===== config.mk =====
export PLATFORM = sky130hd
export DESIGN_NAME = rais_top
export DESIGN_NICKNAME = d
export VERILOG_FILES = /design/src/common/rais_pkg.sv /design/src/rtl/rais_top.sv /design/src/rtl/rais_prio.sv
export VERILOG_INCLUDE_DIRS = /design/src /design/src/common
export SDC_FILE = /design/constraint.sdc
export NUM_CORES = 1
export LEC_CHECK = 0
export ABC_AREA = 0
export BUFFER_PORTS_ARGS = -buffer_cell sky130_fd_sc_hd__buf_2
export CAP_MARGIN = 40
export CELL_PAD_IN_SITES_DETAIL_PLACEMENT = 1
export CELL_PAD_IN_SITES_GLOBAL_PLACEMENT = 2
export CORE_ASPECT_RATIO = 0.7
export CORE_UTILIZATION = 32
export CTS_CLUSTER_DIAMETER = 120
export DETAILED_ROUTE_END_ITERATION = 10
export GPL_TIMING_DRIVEN = 0
export PLACE_DENSITY_LB_ADDON = 0.3
export REMOVE_ABC_BUFFERS = 1
export SLEW_MARGIN = 15
export SYNTH_ARGS = -nofsm -noshare
export SYNTH_HDL_FRONTEND = slang
export SYNTH_SLANG_ARGS = --single-unit

===== constraint.sdc =====
create_clock -name pclk -period 4.83 [get_ports pclk]
set_input_delay 0.966 -clock pclk [delete_from_list [all_inputs] [get_ports pclk]]
set_output_delay 0.966 -clock pclk [all_outputs]
set_load 0.05 [all_outputs]

===== src/common/rais_regs.svh =====
// register offsets, field positions, reset values and vector addresses
// assumes 32-bit apb words, byte address = four times the register index
`ifndef RAIS_REGS_SVH
`define RAIS_REGS_SVH

// ************************************
// register indices (byte address = 4 * index)
// ************************************
`define RAIS_IDX_PC_MASK 6'h10
`define RAIS_IDX_PC_FLAG 6'h11
`define RAIS_IDX_PC_EN 6'h12
`define RAIS_IDX_EXT_EN 6'h13
`define RAIS_IDX_EXT_FLAG 6'h14
`define RAIS_IDX_EXT_SENSE 6'h15
`define RAIS_IDX_WDT_CTRL 6'h31
`define RAIS_IDX_SUPPLY 6'h34
`define RAIS_IDX_RST_CAUSE 6'h3b

// ************************************
// field positions
// ************************************
`define RAIS_SUP_FLAG_BIT 7
`define RAIS_SUP_IE_BIT 6
`define RAIS_WATCHDOG_RESET_CAUSE_BIT 3
`define RAIS_PIN_RESET_CAUSE_BIT 1
`define RAIS_POWERON_RESET_CAUSE_BIT 0
`define RAIS_WRE_BIT 3

// ************************************
// reset values
// ************************************
`define RAIS_SUPPLY_RST 8'h00
`define RAIS_RST_CAUSE_POR 3'h1
`define RAIS_SYNC_RST 10'h0c0

// ************************************
// vector addresses
// ************************************
`define RAIS_VEC_RESET 4'h0
`define RAIS_VEC_EXT 4'h1
`define RAIS_VEC_PC 4'h2
`define RAIS_VEC_FIRST_SRC 4'h3
`define RAIS_VEC_SUPPLY 4'h9
`define RAIS_NUM_IRQ 10

`endif


===== src/common/rais_pkg.sv =====
// types shared by the reset and interrupt source block
// assumes nothing beyond the register header
package rais_pkg;

	typedef enum logic [1:0] {
		RAIS_SENSE_LOW = 2'b00,
		RAIS_SENSE_ANY = 2'b01,
		RAIS_SENSE_FALL = 2'b10,
		RAIS_SENSE_RISE = 2'b11
	} rais_sense_t;

	typedef enum logic [2:0] {
		RAIS_LVL_OFF = 3'b000,
		RAIS_LVL_RST_LO = 3'b001,
		RAIS_LVL_RST_HI = 3'b010,
		RAIS_LVL_FLAG_LO = 3'b011,
		RAIS_LVL_FLAG_HI = 3'b100
	} rais_level_t;

	// interrupt index i is served at vector address i + 1
	typedef enum logic [3:0] {
		RAIS_IRQ_EXT = 4'h0,
		RAIS_IRQ_PC = 4'h1,
		RAIS_IRQ_SUPPLY = 4'h8
	} rais_irq_t;

endpackage


===== src/rtl/rais_top.sv =====
// reset cause capture, supply monitor control and interrupt vector selection
// assumes an apb master on pclk, a core that acks the vector shown,
// and async pins and analog levels that are synchronised here
//
// Behaviour
// - flag set when supply below flag-type level
// - flag cleared when disabled or supply recovers
// - enabled flag set raises supply interrupt
// - code 000 disables; 101-111 not allowed
// - codes 001/010 cause power-on reset, no flag
// - codes 011/100 set flag and interrupt
// - watchdog cause set; cleared by por, zero write
// - pin cause set; cleared by por, zero write
// - power-on cause set; cleared by zero write
// - all resets go to vector 0x000
// - pin irq 0x001, pin change 0x002
// - timer 0x003-0x006, comparator 0x007
// - watchdog 0x008, supply 0x009, converter 0x00a
// - pin activity interrupts even as outputs
// - any masked pin change raises request
// - pin change detected without clock
// - level mode requests while pin low
// - edges seen only with clock running
// - low level detected asynchronously for wake
// - level must last through start-up
// - sense: low, any, falling, rising
// - watchdog cause forces reset enable high
// - pin flag held clear in level mode
`include "rais_regs.svh"

module rais_top
	import rais_pkg::*;
#(
	parameter int ADDR_W = 8,
	parameter int NUM_PINS = 4
) (
	input wire logic pclk, // bus clock, 20 mhz
	input wire logic presetn, // power-on reset, active low
	input wire logic psel, // apb select
	input wire logic penable, // apb access phase
	input wire logic pwrite, // apb direction
	input wire logic [ADDR_W-1:0] paddr, // apb byte address
	input wire logic [31:0] pwdata, // apb write data
	output logic [31:0] prdata, // apb read data
	output logic pready, // apb ready
	output logic pslverr, // apb error, unmapped address
	input wire logic ext_irq_pin_zero, // external interrupt pin
	input wire logic [NUM_PINS-1:0] change_watch_pins, // pin change pins
	input wire logic pin_reset_n, // external reset pin, active low
	input wire logic wdt_reset_evt, // watchdog reset pulse
	input wire logic supply_below, // analog: supply under selected level
	input wire logic [6:0] src_req, // timer, comparator, watchdog, converter
	output logic [6:0] src_ack, // ack pulse back to those sources
	input wire logic irq_ack, // core took the shown vector
	output logic irq_valid, // a vector is offered
	output logic [3:0] irq_vector, // vector address offered
	output logic core_reset, // core held at reset vector
	output logic wake_req, // async wake for sleeping clocks
	output logic watchdog_reset_enable, // effective watchdog reset enable
	output logic supply_monitor_flag // supply flag level
);

	initial begin
		if (ADDR_W < 8 || NUM_PINS != 4) begin
			$error("rais_top: unsupported parameters");
		end
	end

	// ************************************
	// decode helpers
	// ************************************
	function automatic logic is_flag_code(input logic [2:0] c);
		is_flag_code = (c == RAIS_LVL_FLAG_LO) || (c == RAIS_LVL_FLAG_HI);
	endfunction

	function automatic logic is_reset_code(input logic [2:0] c);
		is_reset_code = (c == RAIS_LVL_RST_LO) || (c == RAIS_LVL_RST_HI);
	endfunction

	// ************************************
	// synchronisers
	// ************************************
	logic [9:0] sync_m_r;
	logic [9:0] sync_s_r;
	logic [NUM_PINS-1:0] pcw_p_r;
	logic ext_p_r;

	always_ff @(posedge pclk or negedge presetn) begin
		if (!presetn) begin
			sync_m_r <= `RAIS_SYNC_RST;
			sync_s_r <= `RAIS_SYNC_RST;
		end else begin
			sync_m_r <= {1'b0, supply_below, pin_reset_n, ext_irq_pin_zero,
				change_watch_pins, 2'b00};
			sync_s_r <= sync_m_r;
		end
	end

	logic sup_s;
	logic rstpin_s;
	logic ext_s;
	logic [NUM_PINS-1:0] pcw_s;
	assign sup_s = sync_s_r[8];
	assign rstpin_s = sync_s_r[7];
	assign ext_s = sync_s_r[6];
	assign pcw_s = sync_s_r[5:2];

	// previous samples, sampled only while the clock runs
	always_ff @(posedge pclk or negedge presetn) begin
		if (!presetn) begin
			pcw_p_r <= '0;
			// idle-high pin, so no false edge right after reset
			ext_p_r <= 1'b1;
		end else begin
			pcw_p_r <= pcw_s;
			ext_p_r <= ext_s;
		end
	end

	// ************************************
	// apb decode
	// ************************************
	logic [5:0] idx;
	logic mapped;
	logic wr_en;
	logic rd_setup;
	assign idx = paddr[7:2];
	assign wr_en = psel && penable && pwrite && mapped;
	assign rd_setup = psel && !penable && !pwrite;
	assign pready = 1'b1;
	assign pslverr = psel && penable && !mapped;

	always_comb begin
		case (idx)
			`RAIS_IDX_PC_MASK, `RAIS_IDX_PC_FLAG, `RAIS_IDX_PC_EN,
			`RAIS_IDX_EXT_EN, `RAIS_IDX_EXT_FLAG, `RAIS_IDX_EXT_SENSE,
			`RAIS_IDX_WDT_CTRL, `RAIS_IDX_SUPPLY, `RAIS_IDX_RST_CAUSE: begin
				mapped = (paddr[1:0] == 2'b00) && ((paddr >> 8) == '0);
			end
			default: begin
				mapped = 1'b0;
			end
		endcase
	end

	// ************************************
	// control registers
	// ************************************
	logic [NUM_PINS-1:0] pc_mask_r;
	logic pc_en_r;
	logic ext_en_r;
	logic [1:0] ext_sense_r;
	logic wre_r;
	logic sup_ie_r;
	logic [2:0] sup_level_r;

	always_ff @(posedge pclk or negedge presetn) begin
		if (!presetn) begin
			pc_mask_r <= '0;
			pc_en_r <= 1'b0;
			ext_en_r <= 1'b0;
			ext_sense_r <= RAIS_SENSE_LOW;
			wre_r <= 1'b0;
		end else if (wr_en) begin
			case (idx)
				`RAIS_IDX_PC_MASK: pc_mask_r <= pwdata[NUM_PINS-1:0];
				`RAIS_IDX_PC_EN: pc_en_r <= pwdata[0];
				`RAIS_IDX_EXT_EN: ext_en_r <= pwdata[0];
				`RAIS_IDX_EXT_SENSE: ext_sense_r <= pwdata[1:0];
				`RAIS_IDX_WDT_CTRL: wre_r <= pwdata[`RAIS_WRE_BIT];
				default: begin
				end
			endcase
		end
	end

	logic [2:0] sup_code_wr;
	assign sup_code_wr = pwdata[2:0];

	always_ff @(posedge pclk or negedge presetn) begin
		if (!presetn) begin
			sup_ie_r <= 1'(`RAIS_SUPPLY_RST >> `RAIS_SUP_IE_BIT);
			sup_level_r <= RAIS_LVL_OFF;
		end else if (wr_en && idx == `RAIS_IDX_SUPPLY) begin
			sup_ie_r <= pwdata[`RAIS_SUP_IE_BIT];
			// forbidden codes leave the level unchanged
			if (sup_code_wr <= RAIS_LVL_FLAG_HI) begin
				sup_level_r <= sup_code_wr;
			end
		end
	end

	logic [2:0] rst_cause_r; // {watchdog, pin, power-on}

	// cause flag wins over a cleared enable bit
	assign watchdog_reset_enable = wre_r | rst_cause_r[2];

	// ************************************
	// supply monitor
	// ************************************
	logic sup_flag_r;
	logic sup_pend_r;
	logic sup_por;

	// the analog side already compares against the selected level
	assign sup_por = is_reset_code(sup_level_r) && sup_s;

	always_ff @(posedge pclk or negedge presetn) begin
		if (!presetn) begin
			sup_flag_r <= 1'b0;
		end else if (is_flag_code(sup_level_r) && sup_s) begin
			sup_flag_r <= 1'b1;
		end else begin
			sup_flag_r <= 1'b0;
		end
	end

	assign supply_monitor_flag = sup_flag_r;

	logic ack_take;
	logic [3:0] ack_idx;
	logic [3:0] irq_vector_r;
	logic irq_valid_r;
	assign ack_take = irq_ack && irq_valid_r;
	assign ack_idx = irq_vector_r - 4'h1;

	always_ff @(posedge pclk or negedge presetn) begin
		if (!presetn) begin
			sup_pend_r <= 1'b0;
		end else if (is_flag_code(sup_level_r) && sup_s && !sup_flag_r && sup_ie_r) begin
			sup_pend_r <= 1'b1;
		end else if (ack_take && ack_idx == RAIS_IRQ_SUPPLY) begin
			sup_pend_r <= 1'b0;
		end
	end

	// ************************************
	// reset causes and core reset
	// ************************************
	logic [2:0] cause_keep;
	logic core_reset_r;
	logic core_rst_nxt;
	logic cause_wr;
	assign cause_wr = wr_en && idx == `RAIS_IDX_RST_CAUSE;
	assign cause_keep = cause_wr ?
		{pwdata[`RAIS_WATCHDOG_RESET_CAUSE_BIT], pwdata[`RAIS_PIN_RESET_CAUSE_BIT], pwdata[`RAIS_POWERON_RESET_CAUSE_BIT]} : 3'b111;

	// presetn is the power-on reset itself
	always_ff @(posedge pclk or negedge presetn) begin
		if (!presetn) begin
			rst_cause_r <= `RAIS_RST_CAUSE_POR;
		end else if (sup_por) begin
			rst_cause_r <= `RAIS_RST_CAUSE_POR;
		end else begin
			// a new cause wins over a zero written in the same cycle
			rst_cause_r[2] <= (rst_cause_r[2] & cause_keep[2]) | wdt_reset_evt;
			rst_cause_r[1] <= (rst_cause_r[1] & cause_keep[1]) | !rstpin_s;
			rst_cause_r[0] <= rst_cause_r[0] & cause_keep[0];
		end
	end

	assign core_rst_nxt = sup_por || !rstpin_s || wdt_reset_evt;

	always_ff @(posedge pclk or negedge presetn) begin
		if (!presetn) begin
			core_reset_r <= 1'b1;
		end else begin
			core_reset_r <= core_rst_nxt;
		end
	end

	assign core_reset = core_reset_r;

	// ************************************
	// external pin and pin change
	// ************************************
	logic ext_level;
	logic ext_edge;
	logic ext_flag_r;
	logic pc_flag_r;
	logic pc_hit;

	// pins are read whatever their direction, so software can provoke them
	assign ext_level = (ext_sense_r == RAIS_SENSE_LOW);

	always_comb begin
		case (ext_sense_r)
			RAIS_SENSE_ANY: ext_edge = ext_s ^ ext_p_r;
			RAIS_SENSE_FALL: ext_edge = ext_p_r && !ext_s;
			RAIS_SENSE_RISE: ext_edge = !ext_p_r && ext_s;
			default: ext_edge = 1'b0;
		endcase
	end

	always_ff @(posedge pclk or negedge presetn) begin
		if (!presetn) begin
			ext_flag_r <= 1'b0;
		end else if (ext_level) begin
			ext_flag_r <= 1'b0;
		end else if (ext_edge) begin
			ext_flag_r <= 1'b1;
		end else if ((wr_en && idx == `RAIS_IDX_EXT_FLAG && pwdata[0])
			|| (ack_take && ack_idx == RAIS_IRQ_EXT)) begin
			ext_flag_r <= 1'b0;
		end
	end

	assign pc_hit = |((pcw_s ^ pcw_p_r) & pc_mask_r);

	always_ff @(posedge pclk or negedge presetn) begin
		if (!presetn) begin
			pc_flag_r <= 1'b0;
		end else if (pc_hit) begin
			pc_flag_r <= 1'b1;
		end else if ((wr_en && idx == `RAIS_IDX_PC_FLAG && pwdata[0])
			|| (ack_take && ack_idx == RAIS_IRQ_PC)) begin
			pc_flag_r <= 1'b0;
		end
	end

	// raw pins against the last synced sample; needs no running clock
	logic pc_wake;
	logic ext_wake;
	assign pc_wake = pc_en_r && |((change_watch_pins ^ pcw_s) & pc_mask_r);
	assign ext_wake = ext_en_r && ext_level && !ext_irq_pin_zero;
	// wake only: the vector needs the synced level still low later
	assign wake_req = pc_wake || ext_wake || irq_valid_r;

	// ************************************
	// vector selection
	// ************************************
	logic [`RAIS_NUM_IRQ-1:0] req;
	logic [`RAIS_NUM_IRQ-1:0] req_live;
	logic any;
	logic [3:0] win;

	// level mode requests straight from the pin, no latch
	assign req[0] = ext_en_r && (ext_level ? !ext_s : ext_flag_r);
	assign req[1] = pc_en_r && pc_flag_r;
	assign req[7:2] = src_req[5:0];
	assign req[8] = sup_pend_r;
	assign req[9] = src_req[6];

	// drop the source being acked so it is not offered twice
	always_comb begin
		req_live = req;
		if (ack_take) begin
			req_live[ack_idx] = 1'b0;
		end
	end

	rais_prio #(
		.N(`RAIS_NUM_IRQ),
		.IW(4)
	) u_prio (
		.req(req_live),
		.any(any),
		.idx(win)
	);

	always_ff @(posedge pclk or negedge presetn) begin
		if (!presetn) begin
			irq_valid_r <= 1'b0;
			irq_vector_r <= `RAIS_VEC_RESET;
		end else if (core_rst_nxt) begin
			// next value, so no vector stands beside a freshly raised core reset
			irq_valid_r <= 1'b0;
			irq_vector_r <= `RAIS_VEC_RESET;
		end else begin
			irq_valid_r <= any;
			irq_vector_r <= any ? win + `RAIS_VEC_EXT : `RAIS_VEC_RESET;
		end
	end

	assign irq_valid = irq_valid_r;
	assign irq_vector = irq_vector_r;

	// ack pulses to the outside sources, vectors 0x003 to 0x008 and 0x00a
	genvar g;
	generate
		for (g = 0; g < 7; g++) begin : g_ack
			localparam logic [3:0] SRC_IDX = (g < 6) ? 4'(g + 2) : 4'h9;
			assign src_ack[g] = ack_take && (ack_idx == SRC_IDX);
		end
	endgenerate

	// ************************************
	// read data
	// ************************************
	logic [31:0] rd_val;

	always_comb begin
		rd_val = 32'h0000_0000;
		case (idx)
			`RAIS_IDX_PC_MASK: rd_val[NUM_PINS-1:0] = pc_mask_r;
			`RAIS_IDX_PC_FLAG: rd_val[0] = pc_flag_r;
			`RAIS_IDX_PC_EN: rd_val[0] = pc_en_r;
			`RAIS_IDX_EXT_EN: rd_val[0] = ext_en_r;
			`RAIS_IDX_EXT_FLAG: rd_val[0] = ext_flag_r;
			`RAIS_IDX_EXT_SENSE: rd_val[1:0] = ext_sense_r;
			`RAIS_IDX_WDT_CTRL: rd_val[`RAIS_WRE_BIT] = watchdog_reset_enable;
			`RAIS_IDX_SUPPLY: begin
				rd_val[`RAIS_SUP_FLAG_BIT] = sup_flag_r;
				rd_val[`RAIS_SUP_IE_BIT] = sup_ie_r;
				rd_val[2:0] = sup_level_r;
			end
			`RAIS_IDX_RST_CAUSE: begin
				rd_val[`RAIS_WATCHDOG_RESET_CAUSE_BIT] = rst_cause_r[2];
				rd_val[`RAIS_PIN_RESET_CAUSE_BIT] = rst_cause_r[1];
				rd_val[`RAIS_POWERON_RESET_CAUSE_BIT] = rst_cause_r[0];
			end
			default: rd_val = 32'h0000_0000;
		endcase
	end

	// captured in the setup cycle so the access phase needs no wait
	logic [31:0] prdata_r;
	always_ff @(posedge pclk or negedge presetn) begin
		if (!presetn) begin
			prdata_r <= 32'h0000_0000;
		end else if (rd_setup) begin
			prdata_r <= mapped ? rd_val : 32'h0000_0000;
		end
	end

	assign prdata = prdata_r;

endmodule


===== src/rtl/rais_prio.sv =====
// fixed priority picker: lowest index wins
// assumes requests are levels on the same clock as the user
module rais_prio #(
	parameter int N = 10,
	parameter int IW = 4
) (
	input wire logic [N-1:0] req, // pending requests
	output logic any, // at least one pending
	output logic [IW-1:0] idx // index of the winner
);

	initial begin
		if (N < 1 || N > (1 << IW)) begin
			$error("rais_prio: N does not fit IW");
		end
	end

	always_comb begin
		any = 1'b0;
		idx = '0;
		// walk downward so the lowest set index is written last
		for (int i = N - 1; i >= 0; i--) begin
			if (req[i]) begin
				any = 1'b1;
				idx = IW'(i);
			end
		end
	end

endmodule


==> impl_results.md, run 1 <==
- Simple-gate share of the synthesized area: 22.0%
- Io pins: 111
- Post_cts resized: 0
- Clk pin slew, worst setup/hold paths: ~0.070 ns
- Relative slew slack: 53.7%
- R2R Setup Slk: 2.08 ns
- Nets: 421
- Post-synth top area share: 35.9%
- CP max FO: 9
- Initial antenna violation count: 0
- Synthesis-stage register bit count: 51
- Crit-path leading delay family: simple AND/OR/NAND/NOR gates
- CP required: 3.86 ns
- Global route overflow: 0
- Die area: 9970 µm²
- Post-synthesis mux area share: between 5 and 6%
- Final setup margin: ~1.3 ns
- Ant. Diodes: 0
- Post-Place Cell Area: 3360 µm²
- Root Driver: clkbuf_16
- Number of H-tree levels: 2
- Syn Inst Count: 304
- Cts hold-fix bufs: 0
- Arrival @ worst endpoint: 2.53 ns
- Sequential share of the synthesized area: 42.0%
- Mean Syn Cell Area: 10.1 µm²
- Cell with the largest stage delay on the worst path: o21ai_2
- Startpoint types: primary input
- Count of final hold-check violations: 0
- RSZ-0062 raised after global routing: false
- Top post-synthesis cells by area: dfrtp_1, buf_4, dfstp_2
- First-pass iteration count of the detailed router: 6
- Post-synth EDFFs: 0
- Row count: 29
- Util after Layout: 38.3%
- CP Buf/Inv Count: 2
- Ys Warns: 0
- Pwr/cell area: 284 nW/µm²
- CP Cell Sequence: buf_2 -> xor2_1 -> a21oi_1 -> o21ai_2 -> nand2_1 -> and3_1 -> buf_2
- Total CTS buffers: 5
- Complex-gate fraction of the synthesized area: between 10% and 20%
- R2r worst-path depth: 8
- Number of port buffers: 56
- CTS tree: built
- DR WL/cell: 16.8 µm
- Initial DRC count: 137
- Worst min-delay path category: reg2reg
- Max VDD drop: ~0.00013 V
- Period utilization: 72.4%
- Post-Route Setup TNS: 0 ns
- # setup viols final: 0
- Fin area: between 3000 and 4000 µm²
- Critical path's most frequent cell: buf_2
- Die width: 119 µm
- Clock Latency Late Sink: 0.30 ns
- Slew Limit Fails: 0
- Die H: around 84 µm
- Max cap viols: 0
- Synth Area in XOR/XNOR: 2.86%
- WHS Path Cells: 0
- Critical path type: in2out
- Gpl congestion: about 0.76
- Clock Sinks: slightly above 50
- Worst slack, placed: 1.33 ns
- Async S/R FF share, synth: 100%
- Vias per cell: 5.09
- First-pass GRT wire length: 13400 µm
- Critical Path Max Stage Delay: 0.36 ns
- Area added between synthesis and finish: 14.8%
- Via count: 2452
- Largest net degree at the start of global routing: 30
- Post-route ant nets: 0
- Core Area: 9180 µm²
- Postcts setup bufs: 0
- DP Wirelength: between 6000 and 7000 µm
- Final Skew: 0.00527 ns
- Filler cell count: 1070
- Initial core utilization: 33.4%
- Fraction of the mapped netlist area in adder cells: 1.23%
- Post-synth top area cell: dfrtp_1
- Synth Flop Type: dfrtp_1
- Post-Syn Area: 3060 µm²
- Final WL: ~8100 µm
- Total Routing Usage GR: 17.5%
- FMAX: ~0.29 GHz
- Final min period: 3.50 ns
- Yosys cell types: 71
- Worst slew pin tran: 0.691 ns
- Most common cell after layout, fill and taps aside: buf_2
- Largest family of logic cells by synthesized area: simple AND/OR/NAND/NOR gates
- Most frequent cells in the layout: buf_2, dfrtp_1, conb_1, nand2_1, nor2_1
- Crit path capture type: output port
- Leakage: 1.62 nW
- Residual DRC: 0
- Vias in the first global route: 2475
- Outcome: completed
- CP Depth: 7
- Total Power: 0.00100 W
- Clock buffer depth: 2
- Layout cells sized above 1: 28.5%
-- final timing paths --
check / startpoint / endpoint
hold / removal: sync_m_r[4]$_DFF_PN0_ / sync_s_r[4]$_DFF_PN0_
setup reg to reg: irq_vector[1]$_DFF_PN0_ / irq_vector[2]$_DFF_PN0_
hold reg to reg: sync_m_r[4]$_DFF_PN0_ / sync_s_r[4]$_DFF_PN0_
setup / recovery: paddr[2] / pslverr
min in group asynchronous: presetn / pcw_p_r[1]$_DFF_PN0_
max in group asynchronous: presetn / sync_s_r[6]$_DFF_PN1_
-- layer usage --
| layer | global-route usage (%) | share of wire (%) |
|---|---|---|
| met3 | 3.28 | 5.5 |
| met4 | 5.52 | 1.2 |
| met1 | 26.3 | 51 |
| met2 | 25.1 | 42 |
| met5 | 0 | 0 |
-- power by group --
group / internal, W / total (W) / leakage, nW / switching, W
Sequential: 0.000443 / 0.000459 / 0.640 / 0.0000165
Clock: 0.000202 / 0.000380 / 0.0782 / 0.000178
Combinational: 0.0000419 / 0.000160 / 0.903 / 0.000118
-- cells by family after synthesis --
family / after synthesis
muxes: 13
AOI/OAI and AO/OA: 65
and+or+nand+nor: 111
buffers and inverters: 49
xor gates and xnor gates: 10
other: 2
DFF: 51
adders and majority gates: 3
-- layout make-up --
cell class / count / area (µm²) / share of cell area (%)
Clock buffer: 5 / 125 / 3.56
Clock inverter: 3 / 31.3 / 0.889
Inverter: 13 / 48.8 / 1.39
Multi-Input combinational cell: 229 / 1570 / 44.7
Sequential cell: 51 / 1280 / 36.5
Tap cell: 124 / 155 / 4.41
Timing Repair Buffer: 57 / 300 / 8.54
-- synth_stat cells (3+ instances only) --
master    number
nand3_1        3
nor2b_1        4
dfstp_2        7
xor2_1         9
nand4_1        7
nand2b_1       6
o21ai_0        3
and2_1         5
clkbuf_1       4
buf_4         28
a21oi_1        8
a31o_2         3
and4b_1        3
o31a_1         3
dfrtp_1       44
ha_1           3
o21a_1         3
nor2_1        23
mux2_2        10
nor3_1         6
a31oi_1        4
a211oi_1       6
or2_2          3
inv_1         13
nand2_1       25
and3_1         6
a22oi_1        7
o22ai_1        3
o31ai_1        3
-- state kept, by name, indices dropped and copies added, names as in the netlist, 2 cells and up --
name and count:
sup_level_r 3, pcw_p_r 4, rst_cause_r 3, sync_m_r 7, ext_sense_r 2, sync_s_r 7, pc_mask_r 4, prdata 6
irq_vector 4
-- metrics by stage --
step,hold WS (ns),instances
after floorplan,0.331,293
final,0.354,482
after global placement,0.333,473
after CTS,0.356,482
after global routing,0.357,482
after detailed placement,0.339,474
No activity file was read; power rests on OpenSTA's default activity.
==> inputs of run 2 (changes only) <==
--- a/config.mk
+++ b/config.mk
@@ -6,13 +6,13 @@
 export SDC_FILE = /design/constraint.sdc
 export NUM_CORES = 1
 export LEC_CHECK = 0
-export ABC_AREA = 0
+export ABC_AREA = 1
 export BUFFER_PORTS_ARGS = -buffer_cell sky130_fd_sc_hd__buf_2
 export CAP_MARGIN = 40
 export CELL_PAD_IN_SITES_DETAIL_PLACEMENT = 1
 export CELL_PAD_IN_SITES_GLOBAL_PLACEMENT = 2
 export CORE_ASPECT_RATIO = 0.7
-export CORE_UTILIZATION = 32
+export CORE_UTILIZATION = 26
 export CTS_CLUSTER_DIAMETER = 120
 export DETAILED_ROUTE_END_ITERATION = 10
 export GPL_TIMING_DRIVEN = 0
==> constraint.sdc (replaced) <==
create_clock -name pclk -period 3.58 [get_ports pclk]
set_input_delay 0.716 -clock pclk [delete_from_list [all_inputs] [get_ports pclk]]
set_output_delay 0.716 -clock pclk [all_outputs]
set_load 0.05 [all_outputs]
==> run 2 against run 1 <==
Clock-buffer cell count unchanged. Area after synthesis fell by 11%. Register-to-register slack got worse by 0.90 ns. Setup slack got worse by 0.35 ns. Clock skew grew 0.00082 ns. Critical endpoint unchanged. Synthesized cell count is 9.9% higher. Sequential cell count did not move. Non-clock buffer count is 1 lower.
==> impl_results.md, run 2 <==
- Reg-to-Reg End: irq_vector[2]$_DFF_PN0_
- Cell with the largest stage delay on the worst path: nor2_1
- Pwr/cell area: 430 nW/µm² (+51%)
- Mean Syn Cell Area: 8.16 µm² (-19%)
- Critical path type: in2out
- Clk pin slew, worst setup/hold paths: 0.07 ns (about the same)
- Simple-gate share of the synthesized area: 22.6% (+0.60 points)
- Gpl congestion: 0.770 (+1.1%)
- Area added between synthesis and finish: 18.5%
- Row count: 30 (+3.4%)
- Outcome: completed
- Post-route ant nets: 0 (unchanged)
- Final setup margin: 0.984 ns (-0.348 ns)
- Worst min-delay path category: reg2reg
- Synthesis-stage register bit count: 51 (unchanged)
- Final WL: 7290 µm (-10%)
- Post-synth top area cell: dfrtp_1
- Most frequent cells in the layout: buf_2, nand2_1, dfrtp_1, inv_1, nor2_1
- Slew Limit Fails: 0 (unchanged)
- Worst slew pin tran: 0.684 ns (-0.00772 ns)
- Complex-gate fraction of the synthesized area: 14.2% (-2.6 points)
- First-pass GRT wire length: 12100 µm (-10%)
- Initial DRC count: 106 (-23%)
- Initial core utilization: 27.4% (-6.0 points)
- Synth top cells by count: nand2_1, dfrtp_1, inv_1, nor2_1, o21ai_0
- WHS Path Cells: 0 (unchanged)
- Postcts setup bufs: 0 (unchanged)
- Critical Path Max Stage Delay: 0.29 ns (-0.07 ns)
- Startpoint types: primary input
- CP Cell Sequence: buf_2 -> nor2_1 -> nand3_1 -> nand3_1 -> o21a_1 -> nor2_1 -> buf_2
- Clock Latency Late Sink: 0.30 ns (about the same)
- Post-synth EDFFs: 0 (unchanged)
- CTS tree: built
- # setup viols final: 0 (unchanged)
- Crit path capture type: output port
- First-pass iteration count of the detailed router: 4 (-2)
- Worst slack, placed: 0.794 ns (-0.539 ns)
- Total CTS buffers: 5 (unchanged)
- Yosys cell types: 36 (-49%)
- Max VDD drop: 0.000164 V (+26%)
- R2r worst-path depth: 15 (+7)
- Vias in the first global route: 2422 (-2.1%)
- CP max FO: 4 (-5)
- Leakage: 1.61 nW (-0.73%)
- Count leader, synth: nand2_1
- Final min period: 2.60 ns
- Synth Area in XOR/XNOR: 0.321% (-2.5 points)
- Sequential share of the synthesized area: 47.1% (+5.2 points)
- Root Driver: clkbuf_16
- Nets: 455 (+8.1%)
- Fraction of the mapped netlist area in adder cells: 1.38% (+0.15 points)
- Vias per cell: 4.44 (-13%)
- Via count: 2311 (-5.8%)
- Max cap viols: 0 (unchanged)
- DP Wirelength: 5740 µm (-10%)
- Period utilization: 72.5%
- Most common cell after layout, fill and taps aside: buf_2
- Post_cts resized: 0 (unchanged)
- DR WL/cell: 14.0 µm (-17%)
- Number of H-tree levels: 2 (unchanged)
- Die width: 124 µm (+4.6%)
- Top post-synthesis cells by area: dfrtp_1, buf_4, nand2_1
- Die H: 87.7 µm (+4.6%)
- Cts hold-fix bufs: 0 (unchanged)
- Total Power: 0.00139 W (+39%)
- CP required: 2.86 ns (-1.00 ns)
- Hold path startpoint: sync_m_r[2]$_DFF_PN0_
- Syn Inst Count: 334 (+9.9%)
- Final Skew: 0.00608 ns (+0.000817 ns)
- Relative slew slack: 54.4% (+0.72 points)
- R2R Setup Slk: 1.18 ns (-0.90 ns)
- Post-Route Setup TNS: 0 ns (unchanged)
- Post-synth top area share: 40.4% (+4.4 points)
- Clock buffer depth: 2 (unchanged)
- Die area: 10900 µm² (+9.4%)
- Largest family of logic cells by synthesized area: simple AND/OR/NAND/NOR gates
- Largest net degree at the start of global routing: 52 (+73%)
- Ant. Diodes: 0 (unchanged)
- Post-Syn Area: 2730 µm² (-11%)
- Synth Flop Type: dfrtp_1
- Residual DRC: 0 (unchanged)
- Io pins: 111 (unchanged)
- Number of port buffers: 56 (unchanged)
- Ys Warns: 0 (unchanged)
- Post-synthesis mux area share: 0% (-5.1 points)
- Initial antenna violation count: 0 (unchanged)
- FMAX: 0.385 GHz
- Core Area: 9950 µm² (+8.4%)
- Layout cells sized above 1: 22.7% (-5.8 points)
- Worst r2r src: irq_valid$_DFF_PN0_
- Clock Sinks: 51 (unchanged)
- Global route overflow: 0 (unchanged)
- Async S/R FF share, synth: 100% (unchanged)
- Total Routing Usage GR: 14.1% (-3.4 points)
- Hold EP: sync_s_r[2]$_DFF_PN0_
- Count of final hold-check violations: 0 (unchanged)
- Arrival @ worst endpoint: 1.88 ns (-0.65 ns)
- RSZ-0062 raised after global routing: false
-- run 2: changes by cell type after synthesis, sizes merged, moves of 7 or more --
| cell | previous run | this run |
|---|---|---|
| xor2 | 9 | 0 |
| inv | 13 | 43 |
| nand3 | 3 | 16 |
| nor2 | 23 | 45 |
| mux2 | 12 | 0 |
| a21oi | 8 | 15 |
| a22oi | 8 | 0 |
| o21ai | 6 | 40 |
| nand2 | 25 | 58 |
-- run 2: area by class of cell --
type	instances	area, µm²
fill	1216	6720
sequential	51	1280
multi-input combinational	234	1150
timing repair buffer	56	283
inverter	43	161
tap	128	160
clock buffer	5	125
clock inverter	3	67.6
-- run 2: routing by layer --
layer / vias up / routed length, µm / track usage, %
li1: 1147 / - / -
met1: 1112 / 3990 / 20.8
met2: 45 / 2950 / 20.8
met3: 7 / 278 / 2.93
met4: 0 / 79 / 3.94
met5: - / 0 / 0
-- run 2: metrics by stage --
| step | instance area (µm²) | util, % | std cells | hold slack [ns] |
|---|---|---|---|---|
| after CTS | 3230 | 32.5 | 520 | 0.351 |
| after global routing | 3230 | 32.5 | 520 | 0.363 |
| after global placement | 3040 | 30.5 | 512 | 0.333 |
| after floorplan | 2600 | - | 328 | 0.331 |
| after detailed placement | 3040 | 30.6 | 512 | 0.346 |
| final | 3230 | 32.5 | 520 | 0.348 |
-- run 2: how the worst max path moves through the flow --
stage	from	endpoint	cells past startpoint
CTS	paddr[3]	pslverr	8
detailed placement	irq_ack	irq_vector[2]$_DFF_PN0_	16
global placement	irq_ack	irq_vector[2]$_DFF_PN0_	16
floorplan	irq_valid$_DFF_PN0_	irq_vector[2]$_DFF_PN0_	16
finish	paddr[3]	pslverr	7
global route	irq_ack	irq_vector[2]$_DFF_PN0_	16
-- run 2: cell families (layout without fill, tap and decap cells) --
kind of cell / count (synthesis) / after routing
other: 2 / 27
buffers and inverters: 74 / 107
adders and majority gates: 3 / 3
and+or+nand+nor: 134 / 134
AOI/OAI and AO/OA: 69 / 69
DFF: 51 / 51
xor gates and xnor gates: 1 / 1
-- run 2: where the power goes --
group	internal [W]	switching [W]	total, W
clock	0.000401	0.000223	0.000623
sequential	0.000593	0.00000999	0.000603
combinational	0.0000320	0.000133	0.000165
total	0.00103	0.000366	0.00139
-- run 2: worst max-delay path: cells and delay by family --
family / cells / cell delay [ns]
AND/OR/NAND/NOR: 4 / 0.63
buffers and inverters: 2 / 0.34
AO/OA/AOI/OAI: 1 / 0.20
